File: src/hdl/lvdc_pkg.sv
// Package with register map, field positions and carrier types.
package lvdc_pkg;

    // ------------------------------------------------------------------
    // Register map
    // ------------------------------------------------------------------
    localparam logic [3:0] LVDC_OFS_CTRL_ONE = 4'h0;
    localparam logic [3:0] LVDC_OFS_CTRL_TWO = 4'h4;

    localparam logic [7:0] LVDC_RST_CTRL_ONE = 8'h1C;
    localparam logic [7:0] LVDC_RST_CTRL_TWO = 8'h00;

    // ------------------------------------------------------------------
    // Field positions, control one
    // ------------------------------------------------------------------
    localparam int LVDC_B_WARN_FLAG     = 7;
    localparam int LVDC_B_WARN_ACK      = 6;
    localparam int LVDC_B_WARN_IRQ_EN   = 5;
    localparam int LVDC_B_RESET_EN      = 4;
    localparam int LVDC_B_STOP_EN       = 3;
    localparam int LVDC_B_DETECT_EN     = 2;
    localparam int LVDC_B_BUF_DRIVE     = 1;
    localparam int LVDC_B_BUF_EN        = 0;

    // ------------------------------------------------------------------
    // Field positions, control two
    // ------------------------------------------------------------------
    localparam int LVDC_B_TRIP_SEL      = 6;
    localparam int LVDC_B_WARN_LVL_HI   = 5;
    localparam int LVDC_B_WARN_LVL_LO   = 4;

    // ------------------------------------------------------------------
    // Carrier types
    // ------------------------------------------------------------------
    typedef struct packed {
        logic       warning_flag;
        logic       warning_irq_enable;
        logic       detect_reset_enable;
        logic       detect_stop_enable;
        logic       detect_enable;
        logic       ref_buffer_drive_select;
        logic       ref_buffer_enable;
        logic       detect_trip_select;
        logic [1:0] warning_level_select;
        logic       wr_reset_en;
        logic       wr_detect_en;
        logic       wr_trip_sel;
        logic       ack;
        logic [7:0] rdata;
    } lvdc_state_t;

    typedef struct packed {
        logic       detect_on;
        logic       trip_high;
        logic [1:0] warn_level;
        logic       buf_on;
        logic       buf_high_drive;
    } lvdc_analog_ctl_t;

endpackage : lvdc_pkg

File: src/hdl/lvdc_top.sv
// Supply monitor control and status registers on a Wishbone slave.
// Operation
// - Warning flag with interrupt enable set raises the interrupt request.
// - Detect-reset enable takes first write after reset only.
// - Detect-reset enable set turns an enabled detect event into reset.
// - Stop-enable is read/write; keeps detection alive in stop mode.
// - Detect enable is write-once and qualifies the detect-reset, stop-enable and warning set; trip select and warning level reach analog_ctl ungated.
// - Buffer drive select picks high or low drive when buffer on.
// - Buffer enable switches the reference buffer on or off.
// - Control two bit 7 and low reserved bits always read zero.
// - Trip select is write-once; 0 low, 1 high trip point.
// - Two-bit warning level field selects one of four trip points.
// - Acknowledge write clears warning flag only if condition is gone.
// - Warning condition with detection enabled sets the warning flag.
// - Stop mode disables detection unless stop-enable or debug enable.
module lvdc_top (
    input  wire logic                      clk,
    input  wire logic                      rst_b,
    input  wire logic                      wb_cyc_i,
    input  wire logic                      wb_stb_i,
    input  wire logic                      wb_we_i,
    input  wire logic [3:0]                wb_adr_i,
    input  wire logic [3:0]                wb_sel_i,
    input  wire logic [31:0]               wb_dat_i,
    output logic      [31:0]               wb_dat_o,
    output logic                           wb_ack_o,
    input  wire logic                      warning_condition,
    input  wire logic                      detect_event,
    input  wire logic                      stop_mode,
    input  wire logic                      background_debug_enable,
    output logic                           warning_irq,
    output logic                           detect_reset_req,
    output lvdc_pkg::lvdc_analog_ctl_t     analog_ctl
);

    lvdc_pkg::lvdc_state_t st;
    lvdc_pkg::lvdc_state_t next_st;

    logic       req;
    logic       wr_one;
    logic       wr_two;
    logic       rd_hit;
    logic       detect_live;
    logic [7:0] wbyte;
    logic [7:0] reg_one;
    logic [7:0] reg_two;

    // ------------------------------------------------------------------
    // Bus decode
    // ------------------------------------------------------------------
    // Only byte lane 0 carries register data; upper lanes read zero.
    assign req    = wb_cyc_i & wb_stb_i & ~st.ack;
    assign wbyte  = wb_dat_i[7:0];
    assign wr_one = req & wb_we_i & wb_sel_i[0]
                    & (wb_adr_i == lvdc_pkg::LVDC_OFS_CTRL_ONE);
    assign wr_two = req & wb_we_i & wb_sel_i[0]
                    & (wb_adr_i == lvdc_pkg::LVDC_OFS_CTRL_TWO);
    assign rd_hit = req & ~wb_we_i;

    // ------------------------------------------------------------------
    // Detector qualification
    // ------------------------------------------------------------------
    // Detection runs while enabled, except in stop mode without a keeper.
    assign detect_live = st.detect_enable
                         & (~stop_mode | st.detect_stop_enable
                            | background_debug_enable);

    assign reg_one = {st.warning_flag, 1'b0, st.warning_irq_enable,
                      st.detect_reset_enable, st.detect_stop_enable,
                      st.detect_enable, st.ref_buffer_drive_select,
                      st.ref_buffer_enable};
    assign reg_two = {1'b0, st.detect_trip_select,
                      st.warning_level_select, 4'h0};

    // ------------------------------------------------------------------
    // Next state
    // ------------------------------------------------------------------
    always_comb begin
        next_st     = st;
        next_st.ack = req;
        if (rd_hit) begin
            case (wb_adr_i)
                lvdc_pkg::LVDC_OFS_CTRL_ONE: next_st.rdata = reg_one;
                lvdc_pkg::LVDC_OFS_CTRL_TWO: next_st.rdata = reg_two;
                default:                     next_st.rdata = 8'h00;
            endcase
        end
        if (wr_one) begin
            next_st.warning_irq_enable =
                wbyte[lvdc_pkg::LVDC_B_WARN_IRQ_EN];
            next_st.detect_stop_enable =
                wbyte[lvdc_pkg::LVDC_B_STOP_EN];
            next_st.ref_buffer_drive_select =
                wbyte[lvdc_pkg::LVDC_B_BUF_DRIVE];
            next_st.ref_buffer_enable =
                wbyte[lvdc_pkg::LVDC_B_BUF_EN];
            if (!st.wr_reset_en) begin
                next_st.detect_reset_enable =
                    wbyte[lvdc_pkg::LVDC_B_RESET_EN];
                next_st.wr_reset_en = 1'b1;
            end
            if (!st.wr_detect_en) begin
                next_st.detect_enable =
                    wbyte[lvdc_pkg::LVDC_B_DETECT_EN];
                next_st.wr_detect_en = 1'b1;
            end
            if (wbyte[lvdc_pkg::LVDC_B_WARN_ACK] && !warning_condition) begin
                next_st.warning_flag = 1'b0;
            end
        end
        if (wr_two) begin
            next_st.warning_level_select =
                wbyte[lvdc_pkg::LVDC_B_WARN_LVL_HI:
                      lvdc_pkg::LVDC_B_WARN_LVL_LO];
            if (!st.wr_trip_sel) begin
                next_st.detect_trip_select =
                    wbyte[lvdc_pkg::LVDC_B_TRIP_SEL];
                next_st.wr_trip_sel = 1'b1;
            end
        end
        // A set in the same cycle as an acknowledge wins over the clear.
        if (warning_condition && detect_live) begin
            next_st.warning_flag = 1'b1;
        end
    end

    // ------------------------------------------------------------------
    // State register
    // ------------------------------------------------------------------
    always_ff @(posedge clk or negedge rst_b) begin
        if (!rst_b) begin
            st                         <= '0;
            st.detect_reset_enable     <=
                lvdc_pkg::LVDC_RST_CTRL_ONE[lvdc_pkg::LVDC_B_RESET_EN];
            st.detect_stop_enable      <=
                lvdc_pkg::LVDC_RST_CTRL_ONE[lvdc_pkg::LVDC_B_STOP_EN];
            st.detect_enable           <=
                lvdc_pkg::LVDC_RST_CTRL_ONE[lvdc_pkg::LVDC_B_DETECT_EN];
            st.detect_trip_select      <=
                lvdc_pkg::LVDC_RST_CTRL_TWO[lvdc_pkg::LVDC_B_TRIP_SEL];
        end else begin
            st <= next_st;
        end
    end

    // ------------------------------------------------------------------
    // Outputs
    // ------------------------------------------------------------------
    assign wb_ack_o    = st.ack;
    assign wb_dat_o    = {24'h000000, st.rdata};
    assign warning_irq = st.warning_flag & st.warning_irq_enable;
    // Reset request follows the detector directly so a collapse is not delayed.
    assign detect_reset_req = detect_event & detect_live
                              & st.detect_reset_enable;

    assign analog_ctl.detect_on      = detect_live;
    assign analog_ctl.trip_high      = st.detect_trip_select;
    assign analog_ctl.warn_level     = st.warning_level_select;
    assign analog_ctl.buf_on         = st.ref_buffer_enable;
    assign analog_ctl.buf_high_drive = st.ref_buffer_enable
                                       & st.ref_buffer_drive_select;

endmodule : lvdc_top

File: config.mk
export PLATFORM = sky130hd
export DESIGN_NAME = lvdc_top
export DESIGN_NICKNAME = d
export VERILOG_FILES = /design/src/hdl/lvdc_pkg.sv /design/src/hdl/lvdc_top.sv
export SDC_FILE = /design/constraint.sdc
export NUM_CORES = 1
export LEC_CHECK = 0
export ABC_CLOCK_PERIOD_IN_PS = 1700
export CAP_MARGIN = 0
export CORE_ASPECT_RATIO = 1.1
export CORE_MARGIN = 2
export CORE_UTILIZATION = 41
export DETAILED_ROUTE_END_ITERATION = 8
export DONT_BUFFER_PORTS = 1
export PLACE_DENSITY = 0.59
export SYNTH_ARGS = -nofsm -noshare
export SYNTH_HDL_FRONTEND = slang
export SYNTH_SLANG_ARGS = --single-unit
File: constraint.sdc
create_clock -name clk -period 1.7 [get_ports clk]
set_input_delay 0.17 -clock clk [delete_from_list [all_inputs] [get_ports clk]]
set_output_delay 0.17 -clock clk [all_outputs]
set_load 0.02 [all_outputs]
=== Word-level counts from Yosys, hierarchy flattened ===
Index checks and enable logic that the tools add are counted.

* Equality and inequality tests: 1
* Muxes and demuxes: 6
* Bitwise gates (word level): 19
* Reduce and logical (&&, ||, !) cells: 9

{| class="wikitable"
|+ Operators with widths
! operator !! count
|-
| $pmux 8 s2 || 1
|-
| $and 1x1->1 || 12
|-
| $mux 7 || 1
|-
| $reduce_and 2->1 || 3
|-
| $not 1->1 || 5
|-
| $eq 4x3->1 const B || 1
|-
| $logic_not 4->1 || 1
|-
| $mux 1 || 4
|-
| $reduce_bool 2->1 || 2
|-
| $logic_and 1x1->1 || 2
|-
| $or 1x1->1 || 2
|-
| $logic_not 1->1 || 1
|}

* Bits in registers: 21
* Input port bits: 49
* Output and inout port bits: 41
* Word-level logic and storage cells: 48

=== Logic depth before layout (Yosys ltp) ===
Gate-level depths: netlist (run 1).

* Depth after elaboration: 7
* Mapped depth: 5
* Gate-level depth less buffers: 3

=== Worst setup path before layout (run 1) ===
Ideal clock, no wire load.

* Path type: reg-to-reg
* Start: reg st (netlist bit wb_ack_o)
* End: reg st (netlist bit analog_ctl[1])
* Setup time: 125 ps
* Arrival: 1474 ps
* Required time: 1575 ps
* Path slack: 101 ps
* Stages on the path, launching flop included: 4
* Buffers on the path: 0
* Period minus slack after synthesis: 1599 ps
* Path through: dfrtp_1 > nand3b_1 > nor3b_4 > mux2_2

* Word-level cells in the longest chain between the ends: 5

{| class="wikitable"
|+ Ends and longest elaborated chain
! what !! RTL line !! source
|-
| start, declared || lvdc_top.sv:36 || <nowiki>lvdc_pkg::lvdc_state_t st;</nowiki>
|-
| start signal, assigned || lvdc_top.sv:142 || <nowiki>st <= next_st;</nowiki>
|-
| $not 1->1 || lvdc_top.sv:52 || <nowiki>assign req = wb_cyc_i & wb_stb_i & ~st.ack;</nowiki>
|-
| $and 1x1->1 || lvdc_top.sv:52 ||
|-
| $and 1x1->1 (2 in a row) || lvdc_top.sv:54 || <nowiki>assign wr_one = req & wb_we_i & wb_sel_i[0]</nowiki>
|-
| $and 1x1->1 || lvdc_top.sv:55 || <nowiki>& (wb_adr_i == lvdc_pkg::LVDC_OFS_CTRL_ONE);</nowiki>
|}

Every way passes these cells.
A chain may end at the register's enable or synchronous reset.

=== Final worst setup path (run 1) ===
* Start: reg st (netlist bit reg_one[3])
* End: out detect_reset_req

* Word-level cells in the longest chain between the ends: 5

{| class="wikitable"
|+ Ends and longest elaborated chain
! what !! RTL line !! source
|-
| $or 1x1->1 || lvdc_top.sv:65 || <nowiki>& (~stop_mode | st.detect_stop_enable</nowiki>
|-
| $or 1x1->1 || lvdc_top.sv:66 || <nowiki>| background_debug_enable);</nowiki>
|-
| $and 1x1->1 || lvdc_top.sv:65 ||
|-
| $and 1x1->1 || lvdc_top.sv:153 || <nowiki>assign detect_reset_req = detect_event & detect_live</nowiki>
|-
| $and 1x1->1 || lvdc_top.sv:154 || <nowiki>& st.detect_reset_enable;</nowiki>
|-
| end, declared || lvdc_top.sv:32 || <nowiki>output logic detect_reset_req,</nowiki>
|}

Every way passes these cells.

==> results of run 1 <==
final cells by class:
type / instances / area, µm²
multi-input cells: 70 / 479
inverters: 8 / 30.0
clock buffers: 4 / 26.3
flip-flops and latches: 21 / 529
well taps: 33 / 41.3
repair buffers: 17 / 150
fillers: 275 / 1550
path summary, 6_finish.rpt:
check / cells after the start / startpoint / to
min in group asynchronous: 1 / rst_b / st[10]
max: 3 / reg_one[3] / detect_reset_req
max reg2reg: 3 / wb_ack_o / analog_ctl[4]
min reg2reg: 1 / st[9] / st[9]
max in group asynchronous: 1 / rst_b / wb_dat_o[4]
min: 1 / wb_dat_i[0] / analog_ctl[1]
critical path: cells and delay by family (launching register included):
kind	cells	cell delay (ps)
and+or+nand+nor	3	760
DFF	1	390
logic make-up (layout without fill, tap and decap cells):
logic type      Yosys count  in the layout
compound gates           12             12
buf+inv                  47             29
flops                    21             21
mux                       9              9
other cells               1             24
simple gates             25             25
power breakdown:
| group | internal, mW | switching, mW |
|---|---|---|
| Clock | 0.0914 | 0.144 |
| Combinational | 0.0616 | 0.0995 |
| Sequential | 0.548 | 0.0593 |
Yosys cell counts (all sizes together):
| library cell | instances |
|---|---|
| and2 | 3 |
| or4b | 1 |
| nor2 | 2 |
| nor4bb | 1 |
| nor3 | 1 |
| mux2 | 9 |
| nor4b | 2 |
| conb | 1 |
| nand3b | 1 |
| dfstp | 3 |
| a31oi | 2 |
| or3b | 1 |
| a21oi | 2 |
| inv | 8 |
| nor3b | 1 |
| o21ai | 6 |
| dfrtp | 18 |
| nor4 | 2 |
| and3 | 1 |
| clkbuf | 2 |
| nand2 | 1 |
| a22oi | 2 |
| nand3 | 6 |
| buf | 37 |
| or2 | 2 |
per-layer routing:
layer | share of wire [%] | GRT usage, % | routed length, µm | vias up
met5 | 0 | 0 | 0 | -
met4 | 0.80 | 6.12 | 16 | 0
met3 | 11 | 3.99 | 220 | 2
met2 | 48 | 19.2 | 963 | 45
met1 | 40 | 15.8 | 803 | 346
li1 | - | - | - | 337
cells in the final DEF, fill, tap and decap left out, types with 2 or more instances in the layout:
cell type | netlist | layout
dfrtp_1 | 18 | 18
conb_1 | 1 | 24
o21ai_0 | 6 | 6
inv_1 | 8 | 8
nor2_1 | 2 | 2
a21oi_1 | 2 | 2
and2_1 | 3 | 2
or2_2 | 2 | 2
a31oi_1 | 2 | 2
dfstp_2 | 3 | 3
buf_4 | 37 | 8
mux2_2 | 9 | 9
clkbuf_4 | 0 | 3
dlygate4sd3_1 | 0 | 9
nand3_1 | 6 | 6
a22oi_1 | 2 | 2
what timing repair did:
action | in CTS | in global routing
hold buffers | 6 | 3
buffers inserted | 1 | 2
endpoints found under the hold margin | 27 | 3
gates resized for setup | 4 | 0
setup endpoints to repair | 1 | 4
gates cloned | 0 | 0
pin swaps | 0 | 1
state kept, by name, summed over array words and instances (netlist names):
| name | count |
|---|---|
| analog_ctl | 4 |
| reg_one | 6 |
| st | 2 |
| wb_ack_o | 1 |
| wb_dat_o | 8 |
==> results.ini, run 1 <==
[status]
status=completed

[worst_setup_path]
crit_type=register to output pin
startpoint_type=register
crit_path_max_fanout=2
worstPathCellList=or3b_4 > and2_4 > and3_4
arrival_ps=1440
rrSetupSlack_ps=120
critPathCaptureType=output pin
cp.required_ps=1530
cpPeakStageDelay_ps=390
slowest_stage=dfstp_2

[routing]
drt-total-wl_mm=2.00
viasPerCell=4.77
drtPass1Iterations=4
ant_nets=0
remaining_drc_errors=0
drt-initial-drc-count=12
wl_per_cell_um=13.1
num_vias=730

[timing]
fin_skew_ps=3.29
slew_headroom_pct=39.1
setup_viol=0
rsz0062_at_grt=no
finalCritPeriodShare_pct=94.6
layout_setup_ws_ps=92.1
drv_slew=0
maxClockFrequency_mhz=622
min_period_ps=1610
hold_violations=0
worstMarginPinSlew_ps=910
setup-tns-final_ps=0
whs_ps=26.1

[grt]
grt.total_usage_pct=12.3
first_global_vias=690
grt_max_degree=22
grt_pass1_wl_mm=3.24
grt_overflow=0
antenna_found_initial=0

[yosys]
yosysSeqAreaShare_pct=43.3
synth_adder_area_share_pct=0
synth.area.mux_share_pct=8.30
yosys.area_share.simple_pct=16.7
yosysWarnings=0
synth_top_family_by_area=buffers and inverters
synthCells=115
synth_area_per_cell_um2=10.6
synth_top_area_share_pct=36.9
synth_compound_area_share_pct=5.53
synth-xor-area-share_pct=0
synth_area_um2=1220
ys_top_cells_by_area=dfrtp_1, buf_4, mux2_2, dfstp_2, nand3_1
yosysTopAreaCell=dfrtp_1
ys_ff_latch=21
synth_cell_types=27

[clock_tree]
tritoncts=done
cts.clk_slew.worst_paths_ps=110
clock-sinks=21
cts.root.buffer_cell=clkbuf_4
clockBufferDepth=2
cts_htree_levels=1
cts_buffers=3
clk_latency_ps=300

[finish]
fin_util_pct=44.8
antenna_cells=0
drive_above_1_share_pct=27.5
syn_to_final_growth_pct=2.87
fin_cells=153
final_area_um2=1260
fin_nets=170

[floorplanning]
start_util_pct=43.6
die_h_um=61.2
ioPinCount=90
dieArea_um2=3430
core_area_um2=2800
row_count=20
die_w_um=56.0

[place]
place_area_um2=1110
port_buffers=0
gp_congestion=0.754
dp_cells=137
place_hpwl_mm=1.52
place_ws_ps=51.4

[min_path]
hold_path_class=input port to register

[pwr]
ir_drop_uv=466
leakage_nw=0.590
pwr_density_cell_nw_per_um2=799
totalPowerFinal_mw=1.00

[job]
maxCapViolCount=0

(Power assumes the default switching activity.)
==> run 2: changes to the inputs <==
- ABC_CLOCK_PERIOD_IN_PS: 1700 -> 1450
- PLACE_DENSITY: 0.59 -> 0.61
- clock period: 1.7 -> 1.45 ns (I/O delays scaled with it)
==> run 2 against run 1 <==
  * The flow now finishes with violations (setup timing)
  * Cell count grew 2.6%
  * Wire length rose by 11%
  * Worst setup slack got worse by 180 ps
  * Core utilization is 4.0 points higher
  * Via count is 3.7% higher
  * Cell area increased by 8.9%
  * Critical path type unchanged
  * Largest cell class is now multi-input combinational cells
  * Highest routed layer unchanged
==> results.ini, run 2 (same netlist as run 1, synthesis figures left out) <==
[floorplanning]
die_w_um=56.0  ; unchanged
dieArea_um2=3430  ; unchanged
die_h_um=61.2  ; unchanged
row_count=20  ; unchanged
ioPinCount=90  ; unchanged
start_util_pct=43.6  ; unchanged
core_area_um2=2800  ; unchanged

[place]
gp_congestion=0.669  ; was 0.754
dp_cells=141  ; was 137
place_hpwl_mm=1.55  ; was 1.52 mm
place_ws_ps=-43.8  ; was 51.4 ps
port_buffers=0  ; unchanged
place_area_um2=1150  ; was 1110 µm²

[min_path]
hold_path_class=input port to register  ; unchanged

[worst_setup_path]
crit_type=register to output pin  ; unchanged
crit_path_max_fanout=2  ; unchanged
startpoint_type=register  ; unchanged
worstPathCellList=or3b_4 > and2_4 > and3_4  ; unchanged
critPathCaptureType=output pin  ; unchanged
arrival_ps=1390  ; was 1440 ps
cpPeakStageDelay_ps=390  ; about the same
cp.required_ps=1310  ; was 1530 ps
slowest_stage=dfstp_2  ; unchanged

[finish]
multi_input_area_um2=543  ; was 479 µm²
layout_common_cells=conb_1, dfrtp_1, mux2_4  ; was conb_1, dfrtp_1, mux2_2, dlygate4sd3_1
drive_above_1_share_pct=33.1  ; was 27.5%
register_area_um2=531  ; was 529 µm²
final_common_cell=conb_1  ; unchanged
antenna_cells=0  ; unchanged
fin_nets=174  ; was 170
syn_to_final_growth_pct=12.0  ; was 2.87%
n_fill_cell=254  ; was 275
largest_register_ffs=8  ; unchanged
final_area_um2=1370  ; was 1260 µm²
fin_cells=157  ; was 153

[status]
violations=setup timing
status=finished with violations  ; was completed

[grt]
grt_pass1_wl_mm=3.35  ; was 3.24 mm
first_global_vias=707  ; was 690
grt.total_usage_pct=12.9  ; was 12.3%
grt_max_degree=22  ; unchanged
grt_overflow=0  ; unchanged
antenna_found_initial=0  ; unchanged

[pwr]
p_int_mw=0.848  ; was 0.701 mW
leakage_nw=0.628  ; was 0.590 nW
pwr_density_cell_nw_per_um2=894  ; was 799 nW/µm²
clkPwrFrac_pct=22.6  ; was 23.5%
power.switching_mw=0.375  ; was 0.303 mW
ir_drop_uv=677  ; was 466 µV
power_frac_seq_pct=58.5  ; was 60.5%
switching_share_pct=30.7  ; was 30.2%
power_frac_comb_pct=18.9  ; was 16.1%
totalPowerFinal_mw=1.22  ; was 1.00 mW

[timing]
rsz0062_at_grt=yes  ; was no
setup_viol=8  ; was 0
whs_ps=54.3  ; was 26.1 ps
min_period_ps=1540
slew_headroom_pct=40.1  ; was 39.1%
hold_violations=0  ; unchanged
maxClockFrequency_mhz=651
finalCritPeriodShare_pct=106
worstMarginPinSlew_ps=896  ; was 910 ps
fin_skew_ps=6.45  ; was 3.29 ps
drv_slew=0  ; unchanged
layout_setup_ws_ps=-87.0  ; was 92.1 ps

[clock_tree]
cts.clk_slew.worst_paths_ps=110  ; about the same
clk_latency_ps=300  ; about the same
clock-sinks=21  ; unchanged
tritoncts=done  ; unchanged
cts_htree_levels=1  ; unchanged
cts.root.buffer_cell=clkbuf_4  ; unchanged
cts_buffers=3  ; unchanged
clockBufferDepth=2  ; unchanged

[routing]
viasPerCell=4.82  ; was 4.77
num_vias=757  ; was 730
remaining_drc_errors=0  ; unchanged
ant_nets=0  ; unchanged
drtPass1Iterations=4  ; unchanged
drt-total-wl_mm=2.23  ; was 2.00 mm
drt-initial-drc-count=22  ; was 12
wl_per_cell_um=14.2  ; was 13.1 µm

[job]
maxCapViolCount=0  ; unchanged

run 2: per-layer routing:
metal	track usage, %	vias up	share of wire (%)	wire, µm
li1	-	344	-	-
met1	15.1	362	38	842
met2	22.7	47	52	1160
met3	3.78	4	9.1	203
met4	5.10	0	1.2	27
met5	0	-	0	0
run 2: cell type report:
class	instances	share of cell area [%]
inverters	8	2.20
clock buffers	4	1.92
repair buffers	21	14.4
flip-flops and latches	21	38.8
well taps	33	3.02
multi-input cells	70	39.7
run 2: path summary, 6_finish.rpt:
check	startpoint	depth (start not counted)	slack [ps]	to
min in group asynchronous	rst_b	1	400	st[9]
hold / removal	warning_condition	2	50	reg_one[7]
max in group asynchronous	rst_b	1	440	wb_ack_o
setup reg to reg	wb_ack_o	5	-70	reg_one[5]
setup / recovery	reg_one[3]	3	-90	detect_reset_req
hold reg to reg	reg_one[1]	1	550	reg_one[1]
run 2: critical path: cells and delay by family (launching register included):
family | cells | cell delay, ps
flops | 1 | 390
simple gates | 3 | 700
run 2: through the flow:
stage	utilization, %	setup TNS, ps
after floorplan	-	-696
after global placement	41.0	-113
after detailed placement	41.0	-143
after CTS	47.6	-305
after global routing	48.8	-814
final	48.8	-357
run 2: what timing repair did:
action | 4_1_cts | 5_1_grt
endpoints found under the setup margin | 9 | 10
gates resized for setup | 14 | 5
hold buffers | 8 | 0
buffers inserted | 3 | 1
hold endpoints to repair | 31 | 0
pin swaps | 4 | 3
run 2: power groups by stage:
| stage | sequential, mW | combinational [mW] | clock [mW] |
|---|---|---|---|
| 5_1_grt | 0.724 | 0.250 | 0.317 |
| 3_3_place_gp | 0.723 | 0.154 | 0 |
| 2_1_floorplan | 0.682 | 0.249 | 0 |
| 4_1_cts | 0.716 | 0.210 | 0.281 |
| 6_report | 0.716 | 0.231 | 0.277 |
| 3_5_place_dp | 0.725 | 0.158 | 0 |
==> run 3: changes to the inputs <==
- CORE_MARGIN: 2 -> 4
==> run 3 against run 2 <==
  * The flow still finishes with violations (setup timing)
  * Largest cell class unchanged
  * Die area rose by 14%
  * Clock skew is 5.2 ps lower
  * Via count shrank 3.0%
  * Register-to-register slack improved by 30 ps
  * Total power is 0.22% lower
  * Worst setup slack worse by 16 ps
  * Core utilization up 0.45 points
  * First-iteration DRC count down 55%
  * Cell area increased by 0.91%
  * Largest power group unchanged
  * Wire length up 2.1%
  * Clock power up 3%
  * Global-route usage decreased by 0.92 points
==> results.ini, run 3 (same netlist as run 1, synthesis figures left out) <==
[floorplanning]
core_area_um2=2800  ; unchanged
ioPinCount=90  ; unchanged
row_count=20  ; unchanged
die_h_um=65.2  ; was 61.2 µm
die_w_um=60.0  ; was 56.0 µm
dieArea_um2=3920  ; was 3430 µm²
start_util_pct=43.6  ; unchanged

[worst_setup_path]
worstPathCellList=or3b_4 > and2_4 > and3_4  ; unchanged
cp.required_ps=1310  ; about the same
cpPeakStageDelay_ps=390  ; about the same
slowest_stage=dfstp_2  ; unchanged
crit_type=register to output pin  ; unchanged
startpoint_type=register  ; unchanged
arrival_ps=1410  ; was 1390 ps
critPathCaptureType=output pin  ; unchanged
crit_path_max_fanout=2  ; unchanged

[finish]
final_common_cell=conb_1  ; unchanged
drive_above_1_share_pct=32.5  ; was 33.1%
fin_cells=159  ; was 157
antenna_cells=0  ; unchanged
layout_common_cells=conb_1, dfrtp_1, mux2_4, dlygate4sd3_1  ; was conb_1, dfrtp_1, mux2_4
syn_to_final_growth_pct=13.0  ; was 12.0%
final_area_um2=1380  ; was 1370 µm²
largest_register_ffs=8  ; unchanged
n_fill_cell=251  ; was 254
fin_nets=176  ; was 174

[timing]
fin_skew_ps=1.24  ; was 6.45 ps
drv_slew=0  ; unchanged
min_period_ps=1550  ; was 1540 ps
hold_violations=0  ; unchanged
setup_viol=9  ; was 8
setup-tns-final_ps=-324  ; was -357 ps
layout_setup_ws_ps=-103  ; was -87.0 ps
maxClockFrequency_mhz=644  ; was 651 MHz
slew_headroom_pct=38.3  ; was 40.1%
finalCritPeriodShare_pct=107  ; was 106%
worstMarginPinSlew_ps=922  ; was 896 ps
rsz0062_at_grt=yes  ; unchanged

[routing]
drt-initial-drc-count=10  ; was 22
remaining_drc_errors=0  ; unchanged
drt-total-wl_mm=2.28  ; was 2.23 mm
num_vias=734  ; was 757
drtPass1Iterations=4  ; unchanged
wl_per_cell_um=14.3  ; was 14.2 µm
ant_nets=0  ; unchanged
viasPerCell=4.62  ; was 4.82

[place]
place_hpwl_mm=1.68  ; was 1.55 mm
port_buffers=0  ; unchanged
place_area_um2=1150  ; unchanged
gp_congestion=0.733  ; was 0.669
dp_cells=141  ; unchanged

[clock_tree]
clockBufferDepth=2  ; unchanged
clk_latency_ps=310  ; was 300 ps
cts.clk_slew.worst_paths_ps=110  ; about the same
clock-sinks=21  ; unchanged
tritoncts=done  ; unchanged
cts_htree_levels=1  ; unchanged
cts.root.buffer_cell=clkbuf_4  ; unchanged
cts_buffers=3  ; unchanged

[grt]
grt_pass1_wl_mm=3.48  ; was 3.35 mm
antenna_found_initial=0  ; unchanged
grt_max_degree=22  ; unchanged
grt.total_usage_pct=12.0  ; was 12.9%
grt_overflow=0  ; unchanged
first_global_vias=716  ; was 707

[pwr]
pwr_density_cell_nw_per_um2=884  ; was 894 nW/µm²
leakage_nw=0.646  ; was 0.628 nW
totalPowerFinal_mw=1.22  ; about the same
ir_drop_uv=572  ; was 677 µV

[status]
status=finished with violations  ; unchanged
violations=setup timing  ; unchanged

[job]
maxCapViolCount=0  ; unchanged

[min_path]
hold_path_class=input port to register  ; unchanged

==> run 3: report_power, final <==
part / switching, mW / internal (mW) / total [mW]
registers: 0.0737 / 0.642 / 0.716
logic: 0.125 / 0.0935 / 0.218
clock network: 0.179 / 0.108 / 0.286
total: 0.377 / 0.843 / 1.22
==> run 3: path summary, 6_finish.rpt <==
check / startpoint / to / slack [ps] / cells after the start
max: reg_one[3] / detect_reset_req / -100 / 3
min: warning_condition / reg_one[7] / 60 / 2
max reg2reg: wb_ack_o / reg_one[5] / -40 / 5
min reg2reg: st[10] / st[10] / 550 / 1
max in group asynchronous: rst_b / wb_ack_o / 420 / 1
min in group asynchronous: rst_b / analog_ctl[4] / 410 / 1
==> run 3: layer usage <==
layer	part of all wire [%]	up-vias	global-route usage (%)
met2	51	40	19.2
met5	0	-	0
met4	2.3	0	6.65
met3	12	5	3.73
met1	35	344	13.8
li1	-	345	-
==> run 3: area by class of cell <==
cell class	instances	area [µm²]	area share, %
Multi-Input combinational cell	70	534	38.7
Sequential cell	21	531	38.4
Timing Repair Buffer	23	218	15.8
Tap cell	33	41.3	2.99
Inverter	8	30.0	2.18
Clock buffer	4	26.3	1.90
==> run 3: what timing repair did <==
action | in CTS | in global routing
setup buffers | 4 | 1
pin swaps | 5 | 3
resized for setup | 14 | 5
endpoints found under the setup margin | 9 | 11
hold buffers | 9 | 0
hold endpoints to repair | 31 | 0
cloned | 0 | 0
==> run 3: worst max-delay path, delay by kind of cell (launching register included) <==
family | cells | cell delay, ps
flops | 1 | 390
simple gates | 3 | 710
==> run 3: through the flow <==
stage / worst slack [ps] / hold WS, ps / util (%)
after floorplan: -122 / -151 / -
after global placement: -48.5 / -150 / 41.0
after detailed placement: -42.2 / -150 / 41.0
after CTS: -99.6 / 52.2 / 48.2
after global routing: -140 / 110 / 49.2
final: -103 / 59.0 / 49.2
